## src/design/cgm_pkg.sv

```systemverilog
/*
 * constants for the clock generator mode control block: register map,
 * field positions, mode codes, state encoding and timing counts.
 * assumes a 200 MHz bus clock and a 32-bit AHB-Lite register bus.
 */
package cgm_pkg;
    // ***************************************************************
    // register map, one aligned word each
    // ***************************************************************
    localparam logic [7:0] OFS_CTRL1 = 8'h00;
    localparam logic [7:0] OFS_CTRL2 = 8'h04;
    localparam logic [7:0] OFS_STAT1 = 8'h08;
    localparam logic [7:0] OFS_STAT2 = 8'h0C;
    localparam logic [7:0] OFS_FLTU = 8'h10;
    localparam logic [7:0] OFS_FLTL = 8'h14;
    localparam logic [7:0] OFS_TRIM = 8'h18;
    localparam logic [7:0] FLTU_MASK = 8'h0F;
    localparam logic [7:0] REG_RST = 8'h00;

    // ***************************************************************
    // field positions
    // ***************************************************************
    localparam int HGO_BIT = 7;
    localparam int RANGE_BIT = 6;
    localparam int REFERENCE_SELECT_BIT = 5;
    localparam int CLOCK_MODE_SELECT_HI = 4;
    localparam int CLOCK_MODE_SELECT_LO = 3;
    localparam int OSCST_BIT = 2;
    localparam int LOSS_OF_CLOCK_DISABLE_BIT = 1;
    localparam int REFERENCE_TYPE_STATUS_BIT = 5;
    localparam int LOCK_BIT = 3;
    localparam int EXT_REF_CLOCK_VALID_BIT = 1;
    localparam int DCOS_BIT = 0;

    // ***************************************************************
    // clock mode codes and loop prescale factors
    // ***************************************************************
    localparam logic [1:0] MODE_SCM = 2'h0;
    localparam logic [1:0] MODE_FEI = 2'h1;
    localparam logic [1:0] MODE_FBE = 2'h2;
    localparam logic [1:0] MODE_FEE = 2'h3;
    localparam logic [6:0] PRESCALE_LOW = 7'h40;
    localparam logic [6:0] PRESCALE_HIGH = 7'h01;

    // ***************************************************************
    // timing
    // ***************************************************************
    localparam int CLK_PERIOD_PS = 5000;
    localparam int LOCK_TIME_NS = 2000;
    localparam int LOCK_CYC = (LOCK_TIME_NS * 1000 + CLK_PERIOD_PS - 1) / CLK_PERIOD_PS;
    localparam int LOC_TIMEOUT_NS = 1000;
    localparam int LOC_CYC = (LOC_TIMEOUT_NS * 1000) / CLK_PERIOD_PS;
    localparam int SYNC_CYC = 4;
    localparam int VALID_EDGES = 4;

    typedef enum logic [2:0] {
        ST_OFF, ST_SCM, ST_FEI_UNLK, ST_FEI_LK, ST_FBE, ST_FEE_UNLK, ST_FEE_LK
    } cgm_state_e;
endpackage : cgm_pkg

```

## src/design/cgm_ctrl.sv

```systemverilog
/*
 * clock generator mode control: control register 1 with write-once fields,
 * mode state machine, external reference monitor and an AHB-Lite slave.
 * assumes stop_req comes from the cpu on hclk; ext_ref_input_pin is async.
 */
// The address map and the AHB-Lite interface to the registers are this design's own decisions.
// What this block does
// stop request puts the generator in off mode with its output clock static.
// after reset the generator starts in self-clocked mode, loop open.
// internal loop mode passes unlocked state, then locked once lock is detected.
// bypassed external mode uses the external clock directly as source.
// external loop mode passes unlocked state before reaching locked.
// first control-1 write decides whether the reference input pin is used.
// first write choosing external mode reserves the oscillator output pin.
// bit 7 selects low power or high gain, writable once.
// write-once bits ignore all later writes until the next reset.
// bit 6 selects low range, prescale 64, or high range, prescale 1.
// range matters only in the two external-reference modes.
// bit 5 picks external square wave (0) or crystal oscillator (1).
// mode field bits 4:3: 00 self, 01 int loop, 10 bypass, 11 ext loop.
// bypassed external mode waits until the external clock is valid.
// entering off mode leaves the mode select field unchanged.
// mode writes are ignored while a previous mode write is completing.
// if first write picked 0X, later writes of 1X are blocked.
// oscillator kept running in off mode per enable bit, mode and reference.
// oscillator-in-off bit has no effect when gain and range are both 1.
// bit 1 disables loss-of-clock detection when set.
// mode status shows the mode in effect, lagging writes by synchronisation.
// a per-reset marker records that control register 1 has been written.
// unused bit 0 of control register 1 reads as zero.
`timescale 1ns/10ps
module cgm_ctrl (
    input wire logic hclk,
    input wire logic hresetn,
    input wire logic hsel,
    input wire logic [31:0] haddr,
    input wire logic [1:0] htrans,
    input wire logic hwrite,
    input wire logic [2:0] hsize,
    input wire logic [31:0] hwdata,
    input wire logic hready,
    output logic [31:0] hrdata,
    output logic hreadyout,
    output logic hresp,
    input wire logic stop_req,
    input wire logic osc_stop_enable,
    input wire logic ext_ref_input_pin,
    output logic generator_output_static,
    output logic [1:0] clock_mode_status,
    output logic fll_locked,
    output logic ext_ref_clock_valid,
    output logic ext_ref_pin_used,
    output logic ext_ref_pin_is_osc,
    output logic osc_output_pin_used,
    output logic osc_enable,
    output logic osc_high_gain,
    output logic [6:0] loop_prescale,
    output logic loss_of_clock_det_en,
    output logic [7:0] gen_control_2,
    output logic [11:0] loop_filter,
    output logic [7:0] ref_trim
);

    // ***************************************************************
    // bus slave
    // ***************************************************************
    logic rd_ff, wr_ff, rdy_ff, hit_ff;
    logic [7:0] addr_ff;
    logic [31:0] rdata_ff;
    logic acc;
    logic [7:0] rd_mux;
    logic [7:0] wd;

    assign acc = hsel & htrans[1] & hready;
    assign wd = hwdata[7:0];
    // reads take one wait state so a write just before is visible
    assign hreadyout = !(rd_ff & !rdy_ff);
    assign hresp = 1'b0;
    assign hrdata = rdata_ff;

    // address phase capture and read wait state
    always_ff @(posedge hclk or negedge hresetn) begin
        if (!hresetn) begin
            rd_ff <= 1'b0;
            wr_ff <= 1'b0;
            rdy_ff <= 1'b0;
            hit_ff <= 1'b0;
            addr_ff <= 8'h00;
        end else if (hreadyout) begin
            rd_ff <= acc & !hwrite;
            wr_ff <= acc & hwrite;
            rdy_ff <= 1'b0;
            hit_ff <= (haddr[31:8] == 24'h000000);
            addr_ff <= haddr[7:0];
        end else begin
            rdy_ff <= 1'b1;
        end
    end

    // read data register, loaded in the wait state
    always_ff @(posedge hclk or negedge hresetn) begin
        if (!hresetn) begin
            rdata_ff <= 32'h00000000;
        end else if (rd_ff && !rdy_ff) begin
            rdata_ff <= {24'h000000, hit_ff ? rd_mux : 8'h00};
        end
    end
    logic we;
    assign we = wr_ff & hit_ff;

    // ***************************************************************
    // control register 1
    // ***************************************************************
    logic written_ff, pins_res_ff, hgo_ff, range_ff, reference_select_ff, osc_keep_in_off_ff, loss_of_clock_disable_ff;
    logic [1:0] clock_mode_select_ff, appl_mode_ff;
    logic pending_ff;
    logic [2:0] sync_cnt_ff;
    logic clock_mode_select_ok;
    logic we_c1;

    assign we_c1 = we && (addr_ff == cgm_pkg::OFS_CTRL1);
    // 1X only if the pins were reserved (or are reserved by this write)
    assign clock_mode_select_ok = !pending_ff &&
        (!wd[cgm_pkg::CLOCK_MODE_SELECT_HI] || (written_ff ? pins_res_ff : 1'b1));

    // write-once fields and pin reservation, latched by the first write
    always_ff @(posedge hclk or negedge hresetn) begin
        if (!hresetn) begin
            written_ff <= 1'b0;
            pins_res_ff <= 1'b0;
            hgo_ff <= 1'b0;
            range_ff <= 1'b0;
            reference_select_ff <= 1'b0;
        end else if (we_c1 && !written_ff) begin
            written_ff <= 1'b1;
            pins_res_ff <= wd[cgm_pkg::CLOCK_MODE_SELECT_HI];
            hgo_ff <= wd[cgm_pkg::HGO_BIT];
            range_ff <= wd[cgm_pkg::RANGE_BIT];
            reference_select_ff <= wd[cgm_pkg::REFERENCE_SELECT_BIT];
        end
    end

    // freely writable bits
    always_ff @(posedge hclk or negedge hresetn) begin
        if (!hresetn) begin
            osc_keep_in_off_ff <= 1'b0;
            loss_of_clock_disable_ff <= 1'b0;
        end else if (we_c1) begin
            osc_keep_in_off_ff <= wd[cgm_pkg::OSCST_BIT];
            loss_of_clock_disable_ff <= wd[cgm_pkg::LOSS_OF_CLOCK_DISABLE_BIT];
        end
    end

    // mode select and its synchronisation into the mode logic
    always_ff @(posedge hclk or negedge hresetn) begin
        if (!hresetn) begin
            clock_mode_select_ff <= cgm_pkg::MODE_SCM;
            appl_mode_ff <= cgm_pkg::MODE_SCM;
            pending_ff <= 1'b0;
            sync_cnt_ff <= 3'h0;
        end else if (we_c1 && clock_mode_select_ok) begin
            clock_mode_select_ff <= wd[cgm_pkg::CLOCK_MODE_SELECT_HI:cgm_pkg::CLOCK_MODE_SELECT_LO];
            pending_ff <= 1'b1;
            sync_cnt_ff <= 3'h0;
        end else if (pending_ff) begin
            sync_cnt_ff <= sync_cnt_ff + 3'h1;
            if (sync_cnt_ff == 3'(cgm_pkg::SYNC_CYC - 1)) begin
                appl_mode_ff <= clock_mode_select_ff;
                pending_ff <= 1'b0;
            end
        end
    end

    // ***************************************************************
    // other registers, plain storage driving the outputs
    // ***************************************************************
    logic [7:0] c2_ff, fltu_ff, fltl_ff, trim_ff;

    always_ff @(posedge hclk or negedge hresetn) begin
        if (!hresetn) begin
            c2_ff <= cgm_pkg::REG_RST;
            fltu_ff <= cgm_pkg::REG_RST;
            fltl_ff <= cgm_pkg::REG_RST;
            trim_ff <= cgm_pkg::REG_RST;
        end else if (we) begin
            if (addr_ff == cgm_pkg::OFS_CTRL2) c2_ff <= wd;
            if (addr_ff == cgm_pkg::OFS_FLTU) fltu_ff <= wd & cgm_pkg::FLTU_MASK;
            if (addr_ff == cgm_pkg::OFS_FLTL) fltl_ff <= wd;
            if (addr_ff == cgm_pkg::OFS_TRIM) trim_ff <= wd;
        end
    end

    // ***************************************************************
    // external reference monitor
    // ***************************************************************
    logic ext_s1_ff, ext_s2_ff, ext_s3_ff, ext_lvl_ff, ext_valid_ff;
    logic [7:0] gap_ff;
    logic [2:0] edges_ff;
    logic ext_rise;

    // three-stage synchroniser, level accepted when stages two and three agree
    always_ff @(posedge hclk or negedge hresetn) begin
        if (!hresetn) begin
            ext_s1_ff <= 1'b0;
            ext_s2_ff <= 1'b0;
            ext_s3_ff <= 1'b0;
            ext_lvl_ff <= 1'b0;
        end else begin
            ext_s1_ff <= ext_ref_input_pin;
            ext_s2_ff <= ext_s1_ff;
            ext_s3_ff <= ext_s2_ff;
            if (ext_s2_ff == ext_s3_ff) ext_lvl_ff <= ext_s3_ff;
        end
    end

    assign ext_rise = (ext_s2_ff == ext_s3_ff) && ext_s3_ff && !ext_lvl_ff;
    // valid after a few edges, lost when no edge within the timeout
    always_ff @(posedge hclk or negedge hresetn) begin
        if (!hresetn) begin
            gap_ff <= 8'h00;
            edges_ff <= 3'h0;
            ext_valid_ff <= 1'b0;
        end else if (!pins_res_ff) begin
            gap_ff <= 8'h00;
            edges_ff <= 3'h0;
            ext_valid_ff <= 1'b0;
        end else if (ext_rise) begin
            gap_ff <= 8'h00;
            if (edges_ff == 3'(cgm_pkg::VALID_EDGES - 1)) ext_valid_ff <= 1'b1;
            else edges_ff <= edges_ff + 3'h1;
        end else if (gap_ff == 8'(cgm_pkg::LOC_CYC - 1)) begin
            edges_ff <= 3'h0;
            ext_valid_ff <= 1'b0;
        end else begin
            gap_ff <= gap_ff + 8'h01;
        end
    end

    // ***************************************************************
    // mode state machine
    // ***************************************************************
    cgm_pkg::cgm_state_e state_ff, nxt_state;
    logic [8:0] lock_cnt_ff;
    logic lock_done;

    assign lock_done = lock_cnt_ff == 9'(cgm_pkg::LOCK_CYC - 1);

    // state follows the applied mode; clock_mode_select_ff is never touched here
    always_comb begin
        nxt_state = state_ff;
        if (stop_req) begin
            nxt_state = cgm_pkg::ST_OFF;
        end else begin
            case (appl_mode_ff)
                cgm_pkg::MODE_FEI: begin
                    if (state_ff == cgm_pkg::ST_FEI_UNLK && lock_done) begin
                        nxt_state = cgm_pkg::ST_FEI_LK;
                    end else if (state_ff != cgm_pkg::ST_FEI_LK) begin
                        nxt_state = cgm_pkg::ST_FEI_UNLK;
                    end
                end
                cgm_pkg::MODE_FBE: begin
                    if (ext_valid_ff) nxt_state = cgm_pkg::ST_FBE;
                    else if (state_ff == cgm_pkg::ST_OFF) nxt_state = cgm_pkg::ST_SCM;
                end
                cgm_pkg::MODE_FEE: begin
                    if (!ext_valid_ff) begin
                        nxt_state = cgm_pkg::ST_FEE_UNLK;
                    end else if (state_ff == cgm_pkg::ST_FEE_UNLK && lock_done) begin
                        nxt_state = cgm_pkg::ST_FEE_LK;
                    end else if (state_ff != cgm_pkg::ST_FEE_LK) begin
                        nxt_state = cgm_pkg::ST_FEE_UNLK;
                    end
                end
                default: nxt_state = cgm_pkg::ST_SCM;
            endcase
        end
    end

    always_ff @(posedge hclk or negedge hresetn) begin
        if (!hresetn) state_ff <= cgm_pkg::ST_SCM;
        else state_ff <= nxt_state;
    end

    // lock detector stand-in: a settle time spent in the unlocked state
    always_ff @(posedge hclk or negedge hresetn) begin
        if (!hresetn) begin
            lock_cnt_ff <= 9'h000;
        end else if ((state_ff == cgm_pkg::ST_FEI_UNLK || state_ff == cgm_pkg::ST_FEE_UNLK)
                     && !lock_done) begin
            lock_cnt_ff <= lock_cnt_ff + 9'h001;
        end else if (state_ff != cgm_pkg::ST_FEI_UNLK && state_ff != cgm_pkg::ST_FEE_UNLK) begin
            lock_cnt_ff <= 9'h000;
        end
    end

    // ***************************************************************
    // outputs
    // ***************************************************************
    logic osc_run, osc_off;

    always_comb begin
        case (state_ff)
            cgm_pkg::ST_FEI_UNLK, cgm_pkg::ST_FEI_LK: clock_mode_status = cgm_pkg::MODE_FEI;
            cgm_pkg::ST_FBE: clock_mode_status = cgm_pkg::MODE_FBE;
            cgm_pkg::ST_FEE_UNLK, cgm_pkg::ST_FEE_LK: clock_mode_status = cgm_pkg::MODE_FEE;
            cgm_pkg::ST_OFF: clock_mode_status = appl_mode_ff;
            default: clock_mode_status = cgm_pkg::MODE_SCM;
        endcase
    end

    assign generator_output_static = (state_ff == cgm_pkg::ST_OFF);
    assign fll_locked = (state_ff == cgm_pkg::ST_FEI_LK) || (state_ff == cgm_pkg::ST_FEE_LK);
    assign ext_ref_clock_valid = ext_valid_ff;
    assign ext_ref_pin_used = pins_res_ff;
    assign ext_ref_pin_is_osc = pins_res_ff & reference_select_ff;
    assign osc_output_pin_used = pins_res_ff;
    assign osc_high_gain = hgo_ff;
    // range only counts in the external modes; low range is the default
    assign loop_prescale = (range_ff && clock_mode_status[1]) ?
        cgm_pkg::PRESCALE_HIGH : cgm_pkg::PRESCALE_LOW;
    assign loss_of_clock_det_en = !loss_of_clock_disable_ff;
    assign gen_control_2 = c2_ff;
    assign loop_filter = {fltu_ff[3:0], fltl_ff};
    assign ref_trim = trim_ff;

    // outside off mode the oscillator runs whenever the pins are reserved for the crystal
    assign osc_run = pins_res_ff & reference_select_ff;
    always_comb begin
        if (hgo_ff && range_ff) osc_off = osc_run;
        else if (osc_keep_in_off_ff) osc_off = clock_mode_select_ff[1] & osc_run;
        else osc_off = osc_stop_enable & (clock_mode_select_ff == cgm_pkg::MODE_FBE) & osc_run;
    end
    assign osc_enable = (state_ff == cgm_pkg::ST_OFF) ? osc_off : osc_run;

    always_comb begin
        case (addr_ff)
            cgm_pkg::OFS_CTRL1: rd_mux = {hgo_ff, range_ff, reference_select_ff, clock_mode_select_ff, osc_keep_in_off_ff,
                                          loss_of_clock_disable_ff, 1'b0};
            cgm_pkg::OFS_CTRL2: rd_mux = c2_ff;
            cgm_pkg::OFS_STAT1: rd_mux = {clock_mode_status, reference_select_ff, 1'b0, fll_locked,
                                          1'b0, ext_valid_ff, 1'b0};
            cgm_pkg::OFS_STAT2: rd_mux = {7'h00, fll_locked};
            cgm_pkg::OFS_FLTU: rd_mux = fltu_ff;
            cgm_pkg::OFS_FLTL: rd_mux = fltl_ff;
            cgm_pkg::OFS_TRIM: rd_mux = trim_ff;
            default: rd_mux = 8'h00;
        endcase
    end
endmodule : cgm_ctrl

```

## config.mk

```make
export PLATFORM = sky130hd
export DESIGN_NAME = cgm_ctrl
export DESIGN_NICKNAME = d
export VERILOG_FILES = /design/src/design/cgm_pkg.sv /design/src/design/cgm_ctrl.sv
export SDC_FILE = /design/constraint.sdc
export NUM_CORES = 1
export LEC_CHECK = 0
export ABC_CLOCK_PERIOD_IN_PS = 4950
export BUFFER_PORTS_ARGS = -buffer_cell sky130_fd_sc_hd__buf_2
export CORE_MARGIN = 5
export CORE_UTILIZATION = 45
export DETAILED_ROUTE_END_ITERATION = 16
export PLACE_DENSITY = 0.74
export SKIP_CTS_REPAIR_TIMING = 1
export SLEW_MARGIN = 20
export SYNTH_ARGS = -nofsm -noshare
export SYNTH_HDL_FRONTEND = slang
export SYNTH_SLANG_ARGS = --single-unit
```

## constraint.sdc

```tcl
create_clock -name hclk -period 4.95 [get_ports hclk]
set_input_delay 0.7425 -clock hclk [delete_from_list [all_inputs] [get_ports hclk]]
set_output_delay 0.7425 -clock hclk [all_outputs]
set_load 0.05 [all_outputs]
```

**Word-level counts from Yosys, hierarchy flattened**

Index checks and enable logic that the tools add are counted.

- Register bits: 91
- Output and inout bits: 80
- Word-level logic and storage cells: 152

- $add $sub $neg: 4
- Equality and inequality tests: 31
- Multiplexer cells: 36
- Bitwise gates (word level): 11
- Reduce and logical (&&, ||, !) cells: 40

Operator list:

| cell | count |
|---|---|
| $pmux W8 S7 | 1 |
| $mux W3 | 14 |
| $mux W8 | 4 |
| $eq A8 B5 Y1 const B | 3 |
| $logic_not A24 Y1 | 1 |
| $mux W9 | 2 |
| $eq A8 B4 Y1 const B | 2 |
| $logic_and A1 B1 Y1 | 13 |
| $eq A3 B2 Y1 const B | 4 |
| $mux W1 | 12 |
| $ne A3 B3 Y1 const B | 4 |
| $reduce_and A2 Y1 | 6 |
| $and A1 B1 Y1 | 10 |
| $add A9 B1 Y9 const B | 1 |
| $eq A3 B3 Y1 const B | 3 |
| $eq A9 B9 Y1 const B | 1 |
| $logic_not A1 Y1 | 9 |
| $ne A3 B2 Y1 const B | 3 |
| $pmux W3 S3 | 1 |
| $add A8 B1 Y8 const B | 1 |
| $eq A8 B3 Y1 const B | 1 |
| $eq A8 B8 Y1 const B | 1 |
| $logic_not A8 Y1 | 1 |
| $ne A4 B4 Y1 const B | 2 |
| 14 further kinds | 22 |

**Logic depth before layout (Yosys ltp)**

Gate-level depths: netlist of run 1.

- Depth in word-level cells: 6
- Mapped depth: 7
- Depth with buffers taken out: 6

**Worst setup path after synthesis of run 1**

Ideal clock, no wire load.

- Path kind: register -> output
- Start point: register state_ff[0]
- End point: output port osc_enable
- Data arrival time: 2.454 ns
- Data required time: 4.208 ns
- Slack: 1.753 ns
- Stages on the path, launching flop included: 4
- Path through: dfstp_2 clkbuf_1 nor3_1 a31oi_1

- Longest elaborated chain between the ends: 2

Ends and longest elaborated chain:

| what | RTL line | text |
|---|---|---|
| start: declaration | cgm_ctrl.sv:242 | `cgm_pkg::cgm_state_e state_ff, nxt_state;` |
| start signal: assignment | cgm_ctrl.sv:281 | `if (!hresetn) state_ff <= cgm_pkg::ST_SCM;` |
| start signal: assignment | cgm_ctrl.sv:282 | `else state_ff <= nxt_state;` |
| $logic_not A3 Y1 | -- |  |
| net generator_output_static | cgm_ctrl.sv:48 | `output logic generator_output_static,` |
| $mux W1 | cgm_ctrl.sv:334 | `assign osc_enable = (state_ff == cgm_pkg::ST_OFF) ? osc_off : osc_run;` |
| end: declaration | cgm_ctrl.sv:55 | `output logic osc_enable,` |

The timed path passes the listed nets, and every way through them passes these cells.

**Final worst setup path of run 1**

- Start point: register addr_ff[4]
- End point: register fltu_ff[3]

- Longest elaborated chain between the ends: 2

Ends and longest elaborated chain:

| what | RTL line | text |
|---|---|---|
| start: declaration | cgm_ctrl.sv:68 | `logic [7:0] addr_ff;` |
| start signal: assignment | cgm_ctrl.sv:94 | `addr_ff <= haddr[7:0];` |
| $eq A8 B5 Y1 | cgm_ctrl.sv:187 | `if (addr_ff == cgm_pkg::OFS_FLTU) fltu_ff <= wd & cgm_pkg::FLTU_MASK;` |
| $reduce_and A2 Y1 (no line) | -- |  |
| end signal: assignment | cgm_ctrl.sv:182 | `fltu_ff <= cgm_pkg::REG_RST;` |
| end signal: assignment | cgm_ctrl.sv:187 |  |
| end: declaration | cgm_ctrl.sv:177 | `logic [7:0] c2_ff, fltu_ff, fltl_ff, trim_ff;` |

No other way between the ends.
A chain may end at the register's enable or synchronous reset.

==> reports/metrics.cfg, run 1 <==
[finish]
final-seq-area_sq_um=2280
final_nets=612
layout-drive-gt1-share=0.308
synthToLayoutAreaGrowth_pct=15.4
multiInputGateArea_sq_um=2050
fill_cells=898

[critical_path]
cp-start-kind=register
crit_slowest_cell=dfrtp_1
crit_required_ps=5200
worstRegToRegCells=4
setup.worst_path.class=reg -> reg
crit_path_max_incr_delay_ps=840
reg2reg_from=addr_ff[4]
reg2reg_setup_slack_ps=2160
timing.rr.end=fltu_ff[3]
cp.arrival_ps=3050
critPathMaxFanout=18
crit_path_end_kind=register
path_cells=inv_1, or3_4, nor3_1, mux2_2

[global_routing]
grt_overflow=0
antenna_found_initial=1
grt_max_degree=92
grt_pass1_vias=3488
grt.total_usage=0.169
grt_pass1_wl_microns=17000

[yosys]
yosysTopAreaCellShare=0.492
netlist_area_sq_um=4580
synth_cells=436
synth_common_cells=dfrtp_1, nand2_1, mux2_2, nor2_1, buf_4
synth_ff_type=dfrtp_1
synth_area_leaders=dfrtp_1, mux2_2, buf_4
ys_ff_latch=91
syn_avg_cell_area_sq_um=10.5
synth-edff-count=0
synth_top_area_cell=dfrtp_1
synth.distinct_cells=56
yosysSeqAreaShare=0.498
synth_warnings=0
synth.most_common_cell=dfrtp_1
synth-async-reset-ratio=1.00

[drt]
drt_wl_total_microns=10600
wl_per_cell_microns=15.9
first_pass_iters=4
ant_nets=0
drc=0
initialDrtViolationCount=169
vias=3507
drt-vias-per-instance=5.26

[worst_hold_path]
min_to=ext_s2_ff
worstHoldStart=ext_s1_ff
hold_class=reg -> reg
min_path_cells=0

[die]
initial_core_util=0.464
dieHeight_microns=111
die-area_sq_um=12300
core_sq_um=9860
rows=36
die-width_microns=111
io_pins=157

[timing]
period_minus_slack_ps=2790
finalSetupTns_ps=0
skew_ps=11.9
fmax_ghz=0.358
setup_ws_ps=2160
holdWs_ps=357
relSlewSlack=0.445
rsz0062_at_grt=no
finalSetupViolCount=0
hold_viol=0
fin_crit_sh=0.565
slew_violations=0
tightest_slew_ps=830

[place]
gp_congestion=0.820
pre_cts_slack_ps=2190
port_buffers=98
dp_hpwl_microns=7920

[clocking]
cts_sinks=91
clk_latency_ps=360
cts_buffer_depth=2
cts_max_level=3
cts_tree=built
root_buffer=clkbuf_8
clk_pin_slew_ps=100
cts_buffers=9

[power]
cellLeakagePower_nw=2.66
vdd_drop_max_uv=177
power.density_nw_per_um2=339

[run_status]
outcome=finished clean

[flow_run]
drv_cap=0

[stage by stage]
stage | std cells | total power [mW] | util | area (sq um)
after floorplan | 465 | 1.15 | - | 4690
final | 667 | 1.79 | 0.535 | 5280
after detailed placement | 650 | 1.24 | 0.512 | 5050
after global routing | 667 | 1.88 | 0.535 | 5280
after global placement | 650 | 1.23 | 0.512 | 5050
after CTS | 666 | 1.80 | 0.535 | 5280
[final cells by class]
type | instances | share of cell area
flip-flops and latches | 91 | 0.431
multi-input cells | 313 | 0.389
repair buffers | 99 | 0.0955
well taps | 133 | 0.0315
clock buffers | 9 | 0.0235
clock inverters | 7 | 0.0190
inverters | 14 | 0.00995
diodes | 1 | 0.000474
[routing by layer]
metal,part of all wire,GRT usage,vias to the layer above
li1,-,-,1645
met1,0.44,0.233,1722
met2,0.48,0.263,124
met3,0.063,0.0278,16
met4,0.021,0.0764,0
met5,0,0,-
[where the power goes]
part / switching, mW / total [mW] / internal, mW / leakage [nW]
logic: 0.259 / 0.365 / 0.106 / 1.34
registers: 0.0724 / 0.861 / 0.789 / 1.21
clock network: 0.277 / 0.566 / 0.289 / 0.114
total: 0.608 / 1.79 / 1.18 / 2.66
[cells by family (layout without fill, tap and decap cells)]
group	Yosys count	count (layout)	share of synthesized area
simple gates	153	153	0.165
flops	91	91	0.498
buf+inv	61	129	0.0774
compound gates	55	55	0.0771
mux	55	55	0.138
xor+xnor	13	13	0.0249
fa+ha+maj	7	7	0.0191
other cells	1	31	0.000819
[sequential cells by signal (all words and copies together) (netlist names), 2 cells and up]
name	count
lock_cnt_ff	9
addr_ff	8
fltl_ff	8
gap_ff	8
gen_control_2	8
hrdata	8
ref_trim	8
fltu_ff	4
edges_ff	3
state_ff	3
sync_cnt_ff	3
appl_mode_ff	2
clock_mode_select_ff	2
[layout by cell type (no fill, tap or decap), types with 2 or more instances in the layout]
cell type,count
a21oi_1,10
a22o_1,5
a22oi_1,4
a31oi_1,2
a32o_1,2
and2_1,4
and3_1,4
buf_2,97
bufinv_16,2
clkbuf_8,9
clkinv_4,2
conb_1,30
dfrtp_1,90
ha_1,7
inv_1,13
inv_6,2
mux2_2,33
mux2_4,8
mux2i_1,14
nand2_1,51
nand2b_1,3
nand3_1,14
nand3b_1,2
nand4_1,3
nor2_1,33
nor2b_1,3
nor3_1,14
nor4_1,7
o211ai_1,3
o21ai_0,19
o22ai_1,2
or3_1,3
xnor2_1,6
xor2_1,7
[worst max-delay path: cells and delay by family (launching register included)]
kind / cells / cell delay (ps)
buffers and inverters: 1 / 320
flip-flops: 1 / 840
AND/OR/NAND/NOR: 2 / 1110
multiplexers: 1 / 420
[worst max path at each step]
stage	from	endpoint	slack [ps]	cells past startpoint
finish	addr_ff[4]	fltu_ff[3]	2160	4
global route	addr_ff[4]	fltu_ff[3]	2050	4
CTS	addr_ff[4]	fltu_ff[3]	2170	4
detailed placement	addr_ff[4]	fltu_ff[3]	2190	4
global placement	addr_ff[4]	ref_trim[5]	2290	4
floorplan	state_ff[0]	osc_enable	1750	3
(Power assumes the default switching activity.)
==> inputs of run 2 (changes only) <==
ABC_CLOCK_PERIOD_IN_PS = 2700   (was 4950)
clock period = 2.7 ns   (was 4.95 ns; I/O delays follow)
==> reports/metrics.cfg, run 2 (synthesis results as in run 1) <==
[clocking]
cts_tree=built
cts_sinks=91
clk_latency_ps=360
clk_pin_slew_ps=90
cts_max_level=3
cts_buffer_depth=2
root_buffer=clkbuf_8
cts_buffers=9

[critical_path]
timing.rr.end=ref_trim[0]
crit_required_ps=2950
cp.arrival_ps=2620
crit_path_end_kind=register
reg2reg_from=addr_ff[5]
crit_path_max_incr_delay_ps=590
setup.worst_path.end=ref_trim[0]
critPathBufInv=0
cp-start-kind=register
reg2reg_setup_slack_ps=320
cp_num_cells=4
crit_slowest_cell=or3_1
critPathMaxFanout=8
cpMostUsedCell=or3_1
path_cells=or3_1, or3_4, or3_1, mux2_4
critPathTopFamily=simple AND/OR/NAND/NOR gates
startpoint=addr_ff[5]
worstRegToRegCells=4
setup.worst_path.class=reg -> reg

[timing]
rsz0062_at_grt=no
finalSetupTns_ps=0
tightest_slew_ps=730
setup_ws_ps=321
skew_ps=9.40
fin_crit_sh=0.881
finalSetupViolCount=0
fmax_ghz=0.420
hold_viol=0
slew_violations=0
relSlewSlack=0.509
period_minus_slack_ps=2380
holdWs_ps=1.35

[drt]
initialDrtViolationCount=110
drc=0
vias=3533
ant_nets=0
drt_wl_total_microns=10900
wl_per_cell_microns=16.1
drt-vias-per-instance=5.25
first_pass_iters=4

[finish]
fin_area_sq_um=5310
final_cell_mix=buf_2, dfrtp_1, nand2_1
final_nets=619
largest_register_ffs=9
antenna_cells=0
synthToLayoutAreaGrowth_pct=16.0
layout-drive-gt1-share=0.317
top_register=lock_cnt_ff
layout_commonest_cell=buf_2

[power]
vdd_drop_max_uv=461
power.density_nw_per_um2=597
cellLeakagePower_nw=2.68
finalPower_mw=3.17

[die]
rows=36
die-area_sq_um=12300
io_pins=157
core_sq_um=9860
die-width_microns=111
dieHeight_microns=111
initial_core_util=0.464

[global_routing]
grt.total_usage=0.176
grt_pass1_vias=3543
grt_pass1_wl_microns=17700
antenna_found_initial=0
grt_max_degree=54
grt_overflow=0

[place]
port_buffers=98
gp_congestion=0.802
dp_hpwl_microns=8140
pre_cts_slack_ps=328
place_area_sq_um=5120

[worst_hold_path]
hold_class=in -> async

[run_status]
outcome=finished clean

[flow_run]
drv_cap=0

==> run 2: area by class of cell <==
type,instances,area (sq um)
Clock buffer,13,169
Clock inverter,3,21.3
Fill cell,853,4550
Inverter,14,52.6
Multi-Input combinational cell,313,2060
Sequential cell,91,2280
Tap cell,133,166
Timing Repair Buffer,106,566
==> run 2: metrics by stage <==
stage                      util  std cells
final                     0.538        673
after global routing      0.538        673
after CTS                 0.538        673
after detailed placement  0.519        657
after global placement    0.519        657
after floorplan               -        465
==> run 2: power breakdown <==
part | switching [mW] | total [mW] | internal (mW)
Clock | 0.470 | 0.881 | 0.411
Combinational | 0.559 | 0.772 | 0.213
Sequential | 0.0711 | 1.52 | 1.45
==> run 2: how the worst min path moves through the flow <==
stage	startpoint	end	slack, ps	depth (start not counted)
floorplan	hresetn	addr_ff[0]	110	0
global placement	ext_s1_ff	ext_s2_ff	330	0
detailed placement	ext_s1_ff	ext_s2_ff	330	0
CTS	hresetn	gen_control_2[3]	10	1
global route	hresetn	gap_ff[6]	30	1
finish	hresetn	gap_ff[7]	1	1
==> run 2: worst register-to-register path, stage by stage, from the launching register on <==
cell and delay, ps:
dfrtp_1 390, or3_1 480, or3_4 410, or3_1 590
mux2_4 390
==> run 2: routing by layer <==
| metal | part of all wire | wire length (microns) | up-vias | global-route usage |
|---|---|---|---|---|
| met1 | 0.43 | 4720 | 1716 | 0.236 |
| met3 | 0.076 | 830 | 17 | 0.0420 |
| met2 | 0.47 | 5150 | 130 | 0.283 |
| li1 | - | - | 1670 | - |
| met4 | 0.015 | 159 | 0 | 0.0575 |
| met5 | 0 | 0 | - | 0 |
==> inputs of run 3 (changes only) <==
ABC_CLOCK_PERIOD_IN_PS = 2750   (was 2700)
clock period = 2.75 ns   (was 2.7 ns; I/O delays follow)
==> reports/metrics.cfg, run 3 (synthesis results as in run 1) <==
[critical_path]
cp.arrival_ps=2630
crit_required_ps=3000
setup.worst_path.class=reg -> reg
critPathMaxFanout=8
crit_path_end_kind=register
cp-start-kind=register

[timing]
finalSetupViolCount=0
skew_ps=9.85
hold_viol=0
fmax_ghz=0.420
period_minus_slack_ps=2380
rsz0062_at_grt=no
holdWs_ps=19.7
slew_violations=0
finalSetupTns_ps=0
relSlewSlack=0.538
fin_crit_sh=0.866
tightest_slew_ps=687

[finish]
synthToLayoutAreaGrowth_pct=15.9
final_cell_mix=buf_2, dfrtp_1, nand2_1
final_nets=619
fin_area_sq_um=5300
largest_register_ffs=9
top_register=lock_cnt_ff
layout_commonest_cell=buf_2
layout-drive-gt1-share=0.317

[die]
die-area_sq_um=12300
die-width_microns=111
dieHeight_microns=111
core_sq_um=9860
io_pins=157
rows=36
initial_core_util=0.464

[drt]
drt_wl_total_microns=10600
ant_nets=0
initialDrtViolationCount=204
wl_per_cell_microns=15.7
vias=3517
first_pass_iters=4
drt-vias-per-instance=5.22
drc=0

[power]
power.density_nw_per_um2=580
vdd_drop_max_uv=288
cellLeakagePower_nw=2.67

[clocking]
cts_buffers=9
cts_buffer_depth=2
cts_tree=built
clk_latency_ps=360
cts_max_level=3
cts_sinks=91
root_buffer=clkbuf_8
clk_pin_slew_ps=90

[global_routing]
grt_pass1_wl_microns=17800
antenna_found_initial=1
grt_max_degree=54
grt_overflow=0
grt.total_usage=0.176
grt_pass1_vias=3521

[run_status]
outcome=finished clean

[flow_run]
drv_cap=0

[place]
port_buffers=98
dp_hpwl_microns=8070
place_area_sq_um=5120
gp_congestion=0.786

[worst_hold_path]
hold_class=in -> async

==> run 3: cell count changes in the layout (fill, tap and decap cells not counted), sizes merged <==
| cell | change |
|---|---|
| clkinvlp | +1 |
| clkbuf | -2 |
| inv | +1 |
| diode | +1 |
==> run 3: where the power goes <==
group,total [mW],internal [mW],switching (mW)
Combinational,0.749,0.209,0.540
Sequential,1.49,1.42,0.0721
Clock,0.832,0.357,0.476
==> run 3: critical path, cell delays in order, from the launching register on <==
cell and delay [ps]:
dfrtp_1 390, or3_1 470, or3_4 420, or3_1 590
mux2_4 400
==> run 3: final cells by class <==
cell class              instances  area [sq um]
flip-flops and latches         91          2280
repair buffers                106           566
well taps                     133           166
clock inverters                 5          37.5
multi-input cells             313          2060
clock buffers                  11           141
inverters                      14          52.6
diodes                          1          2.50
fillers                       912          4560
==> run 3: path summary, 6_finish.rpt <==
kind | depth (start not counted) | to | startpoint | slack, ps
worst max-delay path | 4 | ref_trim[4] | addr_ff[5] | 370
worst min register to register | 0 | ext_s2_ff | ext_s1_ff | 360
min in group hclk | 1 | ext_s1_ff | ext_ref_input_pin | 150
worst min-delay path | 1 | gap_ff[6] | hresetn | 20
max in group asynchronous | 2 | state_ff[0] | hresetn | 2050
worst max register to register | 4 | ref_trim[4] | addr_ff[5] | 370
==> run 3: stage by stage <==
step                utilization  worst slack, ps  cells  power [mW]
global route              0.538              302    674        3.23
CTS                       0.537              367    673        3.09
global placement          0.519              433    657        2.24
floorplan                     -              245    465        2.06
finish                    0.538              367    674        3.07
detailed placement        0.519              377    657        2.26
==> run 3: layer usage <==
metal | vias up | GRT usage | wire, microns
met2 | 113 | 0.261 | 4900
met5 | - | 0 | 0
met3 | 17 | 0.0453 | 654
met4 | 0 | 0.0632 | 181
li1 | 1655 | - | -
met1 | 1732 | 0.248 | 4850
